$ cat src/verilog/pmsr_consts.vh
`ifndef PMSR_CONSTS_VH
`define PMSR_CONSTS_VH

// ---------------------------------------------------------------
// Register offsets (15-bit serial address space)
// ---------------------------------------------------------------
`define PMSR_ADDR_W 15
`define PMSR_OFS_POWER_CONTROL 15'h0009
`define PMSR_OFS_POWER_DOWN_MASK 15'h000D
`define PMSR_OFS_SYNC_REF_CTRL 15'h000E
`define PMSR_OFS_INPUT_MODE 15'h0011

// ---------------------------------------------------------------
// Reset values
// ---------------------------------------------------------------
`define PMSR_RST_POWER_CONTROL 8'h00
`define PMSR_RST_POWER_DOWN_MASK 8'h00
`define PMSR_RST_SYNC_REF_CTRL 8'h00
`define PMSR_RST_INPUT_MODE 8'h00

// ---------------------------------------------------------------
// Field positions
// ---------------------------------------------------------------
`define PMSR_BIT_GLOBAL_OFF 0
`define PMSR_BIT_KEEP_BIAS 5
`define PMSR_BIT_KEEP_CLKBUF 3
`define PMSR_BIT_KEEP_REFAMP 2
`define PMSR_BIT_ALLOW_BG_OFF 1
`define PMSR_BIT_PIN_IS_SYNC 7
`define PMSR_BIT_REG_SYNC 6
`define PMSR_BIT_REG_SYNC_EN 5
`define PMSR_BIT_REF_BY_REG 3
`define PMSR_BIT_REF_SEL_HI 2
`define PMSR_BIT_REF_SEL_LO 1
`define PMSR_BIT_SE_CLOCK 0
`define PMSR_BIT_SE_ANALOG 5
`define PMSR_BIT_DELAY_LINE_OFF 2
`define PMSR_BIT_AUTO_ZERO 0

// ---------------------------------------------------------------
// Reference selection codes
// ---------------------------------------------------------------
`define PMSR_REF_INTERNAL 2'h0
`define PMSR_REF_EXT_BUFFERED 2'h1
`define PMSR_REF_EXT_DIRECT 2'h2

// ---------------------------------------------------------------
// Serial frame layout
// ---------------------------------------------------------------
`define PMSR_FRAME_BITS 5'h18
`define PMSR_DATA_START 5'h10
`define PMSR_CNT_W 5

`endif

$ cat src/verilog/pmsr_ctrl.v
`include "pmsr_consts.vh"

// Overview of operation
// RQ1: Bias mask set keeps bias on
// RQ2: Clock buffer mask set keeps buffer on
// RQ3: Reference amp mask set keeps amp on
// RQ4: Bandgap mask set lets bandgap switch off
// RQ5: Pin-function bit chooses power-down or sync
// RQ6: Toggling register sync bit issues sync
// RQ7: Register sync bit never self-clears
// RQ8: Sync enable bit selects register over pin
// RQ9: Reference-by-register bit picks pin or fields
// RQ10: Reference field decodes internal, buffered, direct
// RQ11: Host sets reference-by-register for field effect
// RQ12: Single-ended clock bit powers down differential buffer
// RQ13: Input-mode fields at bits five, two, zero
// RQ14: Global power-off bit enters global power-down
// RQ15: Input-mode bit five selects single-ended input
// RQ16: Input-mode bit zero enables auto-zero
// RQ17: Host writes zero to reserved bits
// RQ18: Block power-downs combinational from request and mask
module pmsr_ctrl (
  input wire clock_i,
  input wire rst_b_i,
  input wire spi_sen_b_i,
  input wire spi_sclk_i,
  input wire spi_sdi_i,
  output wire spi_sdo_o,
  output wire spi_sdo_oe_o,
  input wire sync_or_power_down_pin_i,
  input wire reference_buffer_pin_i,
  output wire global_power_off_o,
  output wire bias_off_o,
  output wire clock_buffer_off_o,
  output wire diff_clock_buffer_off_o,
  output wire reference_amp_off_o,
  output wire bandgap_off_o,
  output wire sync_pulse_o,
  output wire ref_internal_o,
  output wire ref_ext_buffered_o,
  output wire ref_ext_direct_o,
  output wire single_ended_clock_select_o,
  output wire single_ended_analog_input_o,
  output wire delay_line_power_off_o,
  output wire auto_zero_enable_o
);

  // ---------------------------------------------------------------
  // Serial interface
  // ---------------------------------------------------------------
  reg sclk_q;
  reg pin_q;
  reg [`PMSR_CNT_W-1:0] cnt_q;
  reg [`PMSR_CNT_W-1:0] cnt_d;
  reg [22:0] shift_q;
  reg [22:0] shift_d;
  reg [7:0] out_q;
  reg [7:0] out_d;
  reg read_q;
  reg read_d;
  reg [7:0] power_control_q;
  reg [7:0] power_down_mask_q;
  reg [7:0] sync_and_reference_control_q;
  reg [7:0] input_mode_control_q;
  reg sync_q;
  reg sync_d;
  reg [7:0] rd_data;
  reg wr_en;
  wire sclk_rise;
  wire sclk_fall;
  wire [`PMSR_ADDR_W-1:0] rd_addr;
  wire [`PMSR_ADDR_W-1:0] wr_addr;
  wire [7:0] wr_data;
  wire pin_rise;
  wire [1:0] ref_code;
  wire ref_by_reg;
  wire wr_power_control;
  wire wr_power_down_mask;
  wire wr_sync_ref_ctrl;
  wire wr_input_mode;
  wire pin_is_sync;
  wire reg_sync_en;
  wire reg_sync_toggle;
  wire [3:0] keep_on;
  wire [3:0] block_off;
  genvar blk;

  // Pins are synchronous to clock_i, so edges come from one flop
  assign sclk_rise = spi_sclk_i & ~sclk_q & ~spi_sen_b_i;
  assign sclk_fall = ~spi_sclk_i & sclk_q & ~spi_sen_b_i;
  assign pin_rise = sync_or_power_down_pin_i & ~pin_q;

  // Read address completes with the bit taken at the 16th rise
  assign rd_addr = {shift_q[13:0], spi_sdi_i};
  // At the 24th rise the read flag sits just above the address
  assign wr_addr = shift_q[21:7];
  assign wr_data = {shift_q[6:0], spi_sdi_i};

  assign wr_power_control = wr_en &&
    (wr_addr == `PMSR_OFS_POWER_CONTROL);
  assign wr_power_down_mask = wr_en &&
    (wr_addr == `PMSR_OFS_POWER_DOWN_MASK);
  assign wr_sync_ref_ctrl = wr_en &&
    (wr_addr == `PMSR_OFS_SYNC_REF_CTRL);
  assign wr_input_mode = wr_en && (wr_addr == `PMSR_OFS_INPUT_MODE);

  // ---------------------------------------------------------------
  // Read mux; unmapped addresses return zero
  // ---------------------------------------------------------------
  always @* begin
    case (rd_addr)
      `PMSR_OFS_POWER_CONTROL: rd_data = power_control_q;
      `PMSR_OFS_POWER_DOWN_MASK: rd_data = power_down_mask_q;
      `PMSR_OFS_SYNC_REF_CTRL: rd_data = sync_and_reference_control_q;
      `PMSR_OFS_INPUT_MODE: rd_data = input_mode_control_q;
      default: rd_data = 8'h00;
    endcase
  end

  // ---------------------------------------------------------------
  // Frame sequencing
  // ---------------------------------------------------------------
  always @* begin
    cnt_d = cnt_q;
    shift_d = shift_q;
    out_d = out_q;
    read_d = read_q;
    wr_en = 1'b0;
    if (spi_sen_b_i) begin
      cnt_d = {`PMSR_CNT_W{1'b0}};
      read_d = 1'b0;
    end else if (sclk_rise) begin
      shift_d = {shift_q[21:0], spi_sdi_i};
      if (cnt_q != `PMSR_FRAME_BITS) begin
        cnt_d = cnt_q + 1'b1;
      end
      if (cnt_q == {`PMSR_CNT_W{1'b0}}) begin
        read_d = spi_sdi_i;
      end
      // Data byte is driven from the 16th rising edge onward
      if (cnt_q == `PMSR_DATA_START - 1'b1) begin
        out_d = rd_data;
      end
      if ((cnt_q == `PMSR_FRAME_BITS - 1'b1) && !read_q) begin
        wr_en = 1'b1;
      end
    end else if (sclk_fall && (cnt_q > `PMSR_DATA_START)) begin
      // Shift only after the host sampled on the preceding rise
      out_d = {out_q[6:0], 1'b0};
    end
  end

  assign spi_sdo_o = out_q[7];
  assign spi_sdo_oe_o = read_q & ~spi_sen_b_i &
    (cnt_q >= `PMSR_DATA_START);

  // ---------------------------------------------------------------
  // Sync generation
  // ---------------------------------------------------------------
  assign pin_is_sync =
    sync_and_reference_control_q[`PMSR_BIT_PIN_IS_SYNC]; // RQ5
  // Enable judged on the value held before the write
  assign reg_sync_en =
    sync_and_reference_control_q[`PMSR_BIT_REG_SYNC_EN]; // RQ8
  // Register path: any write that changes the bit is a toggle
  assign reg_sync_toggle = wr_sync_ref_ctrl &&
    (wr_data[`PMSR_BIT_REG_SYNC] !=
     sync_and_reference_control_q[`PMSR_BIT_REG_SYNC]);

  always @* begin
    sync_d = 1'b0;
    if (reg_sync_toggle && reg_sync_en) begin
      sync_d = 1'b1; // RQ6
    end
    // Pin path only while register sync is not selected
    if (pin_rise && pin_is_sync && !reg_sync_en) begin
      sync_d = 1'b1; // RQ5 RQ8
    end
  end

  // ---------------------------------------------------------------
  // Serial interface registers
  // ---------------------------------------------------------------
  always @(posedge clock_i or negedge rst_b_i) begin
    if (!rst_b_i) begin
      sclk_q <= 1'b0;
      pin_q <= 1'b0;
      cnt_q <= {`PMSR_CNT_W{1'b0}};
      shift_q <= 23'h00_0000;
      out_q <= 8'h00;
      read_q <= 1'b0;
    end else begin
      sclk_q <= spi_sclk_i;
      pin_q <= sync_or_power_down_pin_i;
      cnt_q <= cnt_d;
      shift_q <= shift_d;
      out_q <= out_d;
      read_q <= read_d;
    end
  end

  // ---------------------------------------------------------------
  // Sync pulse register
  // ---------------------------------------------------------------
  always @(posedge clock_i or negedge rst_b_i) begin
    if (!rst_b_i) begin
      sync_q <= 1'b0;
    end else begin
      sync_q <= sync_d;
    end
  end

  assign sync_pulse_o = sync_q;

  // ---------------------------------------------------------------
  // Configuration registers
  // ---------------------------------------------------------------
  // Every bit, reserved ones included, stores as written
  always @(posedge clock_i or negedge rst_b_i) begin
    if (!rst_b_i) begin
      power_control_q <= `PMSR_RST_POWER_CONTROL;
    end else if (wr_power_control) begin
      power_control_q <= wr_data; // RQ14
    end
  end

  always @(posedge clock_i or negedge rst_b_i) begin
    if (!rst_b_i) begin
      power_down_mask_q <= `PMSR_RST_POWER_DOWN_MASK;
    end else if (wr_power_down_mask) begin
      power_down_mask_q <= wr_data; // RQ18
    end
  end

  // Sync bit holds its written value; no self-clear
  always @(posedge clock_i or negedge rst_b_i) begin
    if (!rst_b_i) begin
      sync_and_reference_control_q <= `PMSR_RST_SYNC_REF_CTRL;
    end else if (wr_sync_ref_ctrl) begin
      sync_and_reference_control_q <= wr_data; // RQ7
    end
  end

  always @(posedge clock_i or negedge rst_b_i) begin
    if (!rst_b_i) begin
      input_mode_control_q <= `PMSR_RST_INPUT_MODE;
    end else if (wr_input_mode) begin
      input_mode_control_q <= wr_data; // RQ13
    end
  end

  // ---------------------------------------------------------------
  // Global power-down and masked block controls
  // ---------------------------------------------------------------
  assign global_power_off_o = power_control_q[`PMSR_BIT_GLOBAL_OFF] |
    (sync_or_power_down_pin_i &
     ~sync_and_reference_control_q[`PMSR_BIT_PIN_IS_SYNC]); // RQ14 RQ5

  // Combinational so a mask change acts without delay
  // Bandgap bit inverted: set trades wake-up time for lower power
  assign keep_on = {power_down_mask_q[`PMSR_BIT_KEEP_BIAS],
    power_down_mask_q[`PMSR_BIT_KEEP_CLKBUF],
    power_down_mask_q[`PMSR_BIT_KEEP_REFAMP],
    ~power_down_mask_q[`PMSR_BIT_ALLOW_BG_OFF]}; // RQ4
  generate
    for (blk = 0; blk < 4; blk = blk + 1) begin : g_block_off
      assign block_off[blk] = global_power_off_o & ~keep_on[blk]; // RQ18
    end
  endgenerate
  assign bias_off_o = block_off[3]; // RQ1
  assign clock_buffer_off_o = block_off[2]; // RQ2
  assign reference_amp_off_o = block_off[1]; // RQ3
  assign bandgap_off_o = block_off[0]; // RQ4

  // ---------------------------------------------------------------
  // Reference and clock selection
  // ---------------------------------------------------------------
  assign ref_by_reg =
    sync_and_reference_control_q[`PMSR_BIT_REF_BY_REG];
  // Pin low picks internal, pin high picks external via buffer
  assign ref_code = ref_by_reg ?
    sync_and_reference_control_q[`PMSR_BIT_REF_SEL_HI:
                                 `PMSR_BIT_REF_SEL_LO] :
    {1'b0, reference_buffer_pin_i}; // RQ9
  // Code 11 selects nothing
  assign ref_internal_o = (ref_code == `PMSR_REF_INTERNAL); // RQ10
  assign ref_ext_buffered_o = (ref_code == `PMSR_REF_EXT_BUFFERED); // RQ10
  assign ref_ext_direct_o = (ref_code == `PMSR_REF_EXT_DIRECT); // RQ10

  assign single_ended_clock_select_o = ref_by_reg &
    sync_and_reference_control_q[`PMSR_BIT_SE_CLOCK]; // RQ12
  assign diff_clock_buffer_off_o = clock_buffer_off_o |
    single_ended_clock_select_o; // RQ12

  // ---------------------------------------------------------------
  // Input mode
  // ---------------------------------------------------------------
  assign single_ended_analog_input_o =
    input_mode_control_q[`PMSR_BIT_SE_ANALOG]; // RQ15
  assign delay_line_power_off_o =
    input_mode_control_q[`PMSR_BIT_DELAY_LINE_OFF]; // RQ13
  assign auto_zero_enable_o =
    input_mode_control_q[`PMSR_BIT_AUTO_ZERO]; // RQ16

endmodule

$ cat config.mk
export PLATFORM = sky130hd
export DESIGN_NAME = pmsr_ctrl
export DESIGN_NICKNAME = d
export VERILOG_FILES = /design/src/verilog/pmsr_ctrl.v
export VERILOG_INCLUDE_DIRS = /design/src /design/src/verilog
export SDC_FILE = /design/constraint.sdc
export NUM_CORES = 1
export LEC_CHECK = 0
export BUFFER_PORTS_ARGS = -buffer_cell sky130_fd_sc_hd__buf_2
export CAP_MARGIN = 20
export CORE_UTILIZATION = 47
export CTS_BUF_LIST = sky130_fd_sc_hd__clkbuf_4 sky130_fd_sc_hd__clkbuf_8
export CTS_CLUSTER_DIAMETER = 100
export CTS_CLUSTER_SIZE = 28
export DETAILED_ROUTE_END_ITERATION = 8
export GPL_ROUTABILITY_DRIVEN = 0
export HOLD_SLACK_MARGIN = 0.08
export PLACE_DENSITY = 0.71
export SYNTH_ARGS = -nofsm -noshare
export SYNTH_HDL_FRONTEND = slang
export SYNTH_SLANG_ARGS = --single-unit
$ cat constraint.sdc
create_clock -name clock_i -period 1.95 [get_ports clock_i]
set_input_delay 0.195 -clock clock_i [delete_from_list [all_inputs] [get_ports clock_i]]
set_output_delay 0.195 -clock clock_i [all_outputs]
set_load 0.03 [all_outputs]
==> flow_metrics.env <==
export IMPL_async_flop_share_pct=100
export IMPL_portBuffers=22
export IMPL_cts_tree="built"
export IMPL_hold_viol=0
export IMPL_placed_cell_area_sq_mm=0.00401
export IMPL_core_area_sq_mm=0.00721
export IMPL_vias_per_cell=5.52
export IMPL_yosysUniqueCellTypes=46
export IMPL_critical_path_arrival_ns=2.16
export IMPL_grt_antenna_before_repair=0
export IMPL_final_cell_count_no_fill=449
export IMPL_fp_dieH_um=88.3
export IMPL_path_class="register to register"
export IMPL_dieArea_sq_mm=0.00780
export IMPL_power_density_mw_per_mm2=819
export IMPL_mostFrequentLayoutCells="71 x dfrtp_1, 38 x mux2_2, 37 x buf_4, 22 x buf_2"
export IMPL_firstDrtPassIters=4
export IMPL_rsz0062_at_grt="true"
export IMPL_critPathLaunchType="register"
export IMPL_hpwl_um=5330
export IMPL_drc_errors=0
export IMPL_synth_edff_count=0
export IMPL_final_common_cell="dfrtp_1"
export IMPL_critPathRequiredTime_ns=2.17
export IMPL_via_count=2478
export IMPL_cts_buffers=9
export IMPL_fillCellCount=601
export IMPL_final_antenna_net_count=0
export IMPL_yosys_register_bits=71
export IMPL_start_util_pct=48.5
export IMPL_ios=23
export IMPL_drt_initial_drc_count=127
export IMPL_syn2layout_area_growth_pct=22.8
export IMPL_synth_ff_type="dfrtp_1"
export IMPL_wl_per_cell_um=17.1
export IMPL_drv_cap=0
export IMPL_dpl_worst_slack_ns=-0.0643
export IMPL_fp_dieW_um=88.3
export IMPL_p_leak_nw=2.04
export IMPL_grt_pass1_wl_um=12700
export IMPL_synth_seq_area_share_pct=50.8
export IMPL_track_usage_pct=21.8
export IMPL_grt_overflow=0
export IMPL_relSlewSlack_pct=66.9
export IMPL_hold_class="input port to register"
export IMPL_drive_gt1_share_pct=42.9
export IMPL_nets=355
export IMPL_syn_num_nets=294
export IMPL_max_freq_mhz=514
export IMPL_setup_violations=0
export IMPL_vdd_drop_max_v=0.000403
export IMPL_clk_pin_slew_ns=0.08
export IMPL_fin_crit_sh_pct=99.8
export IMPL_end_kind="register"
export IMPL_worst_pin_slew_ns=0.490
export IMPL_fin_ws_ns=0.00433
export IMPL_period_needed_ns=1.95
export IMPL_htree_levels=3
export IMPL_netlist_area_sq_mm=0.00350
export IMPL_rows=31
export IMPL_dpl_cell_count=429
export IMPL_grt_max_degree=47
export IMPL_clock_latency_ns=0.34
export IMPL_worst_path_max_fanout=8
export IMPL_diodes=0
export IMPL_status="finished clean"
export IMPL_drt_wl_total_um=7670
export IMPL_clockRootBuffer="clkbuf_8"
export IMPL_finalInstanceArea_sq_mm=0.00430
export IMPL_syn_area_per_cell_sq_um=12.3
export IMPL_ys_warn_count=0
export IMPL_slew_violations=0
export IMPL_synth_cells=284
export IMPL_fin_skew_ns=0.0104
export IMPL_clockBufferDepth=2
export IMPL_numClockSinks=71
export IMPL_grt_pass1_vias=2506
==> worst max-delay path, cell delays in order (launching register included) <==
cell,delay (ns)
dfrtp_1,0.41
nor4b_4,0.33
nand2_2,0.11
or4_4,0.64
mux2_4,0.33
==> power by group <==
group / internal [W] / total, W / switching (W) / leakage (nW)
clock network: 0.000649 / 0.00120 / 0.000547 / 0.107
logic: 0.000313 / 0.000650 / 0.000337 / 0.963
registers: 0.00156 / 0.00168 / 0.000112 / 0.973
==> per-layer routing <==
metal  wire length [um]  GRT usage (%)
met5                  0              0
met4                258           12.2
met1               3590           28.7
met2               3640           34.1
met3                180           3.92
==> worst paths after layout <==
kind	start	endpoint	slack, ns	cells after the start
worst max-delay path	shift_q[15]$_DFFE_PN0P_	power_control_q[6]$_DFFE_PN0P_	0.004	4
worst min-delay path	spi_sen_b_i	cnt_q[4]$_DFFE_PN0P_	0.30	3
worst max register to register	shift_q[15]$_DFFE_PN0P_	power_control_q[6]$_DFFE_PN0P_	0.004	4
worst min register to register	input_mode_control_q[6]$_DFFE_PN0P_	input_mode_control_q[6]$_DFFE_PN0P_	0.51	1
max in group asynchronous	rst_b_i	input_mode_control_q[6]$_DFFE_PN0P_	1.31	3
min in group asynchronous	rst_b_i	power_down_mask_q[1]$_DFFE_PN0P_	0.38	3
==> layout make-up <==
type	instances	area, sq um	area share, %
sequential	71	1780	41.3
multi-input combinational	190	1700	39.6
timing repair buffer	65	469	10.9
clock buffer	12	153	3.55
tap	99	124	2.88
clock inverter	4	45.0	1.05
inverter	8	30.0	0.699
==> synth_stat cells, types with 2 or more instances <==
cell type,instances,area [sq um]
nor4_1,3,18.8
nand2_1,7,26.3
nor4b_1,3,26.3
and3_1,2,12.5
nor2b_1,3,18.8
nor3_2,2,20.0
a21boi_0,7,52.6
a22oi_1,9,67.6
a21oi_1,4,20.0
mux2_4,16,240
and3b_1,2,17.5
nor3_1,2,10.0
mux2i_1,10,100
dfrtp_1,71,1780
mux2_2,38,428
o21ai_0,16,80.1
o2bb2ai_1,8,70.1
or4_1,2,15.0
nor3b_1,8,60.1
nand2b_1,5,31.3
o22ai_1,2,12.5
xor2_1,2,17.5
or3b_2,2,17.5
clkbuf_1,11,41.3
inv_1,8,30.0
ha_1,3,37.5
nor2_1,13,48.8
o211ai_1,7,52.6
==> repair_timing <==
action,CTS,global route
resized for setup,4,7
endpoints found under the setup margin,18,40
endpoints found under the hold margin,73,0
buffers inserted,0,2
hold buffers,3,0
pin swaps,1,6
==> state kept, by name (all words and copies together), names as in the netlist <==
signal,count
power_down_mask_q,8
pin_q,1
input_mode_control_q,8
read_q,1
shift_q,22
sync_and_reference_control_q,8
sync_pulse_o,1
sclk_q,1
out_q,8
power_control_q,8
cnt_q,5
==> kinds of logic after synthesis <==
logic type	count (synthesis)	share of synthesized area, %
xor+xnor	3	0.751
simple gates	62	11.4
flops	71	50.8
fa+ha+maj	3	1.07
buf+inv	23	2.82
mux	64	21.9
compound gates	58	11.3
==> metrics by stage <==
| stage | total power [W] | TNS (ns) | utilization, % | hold slack, ns |
|---|---|---|---|---|
| after global placement | 0.00230 | -0.0770 | 55.6 | 0.191 |
| after global routing | 0.00368 | -0.716 | 59.6 | 0.300 |
| after floorplan | 0.00203 | 0 | - | -0.101 |
| after CTS | 0.00351 | -0.227 | 59.0 | 0.287 |
| final | 0.00352 | 0 | 59.6 | 0.302 |
| after detailed placement | 0.00232 | -0.900 | 55.6 | 0.192 |
No activity file was read; power rests on OpenSTA's default activity.
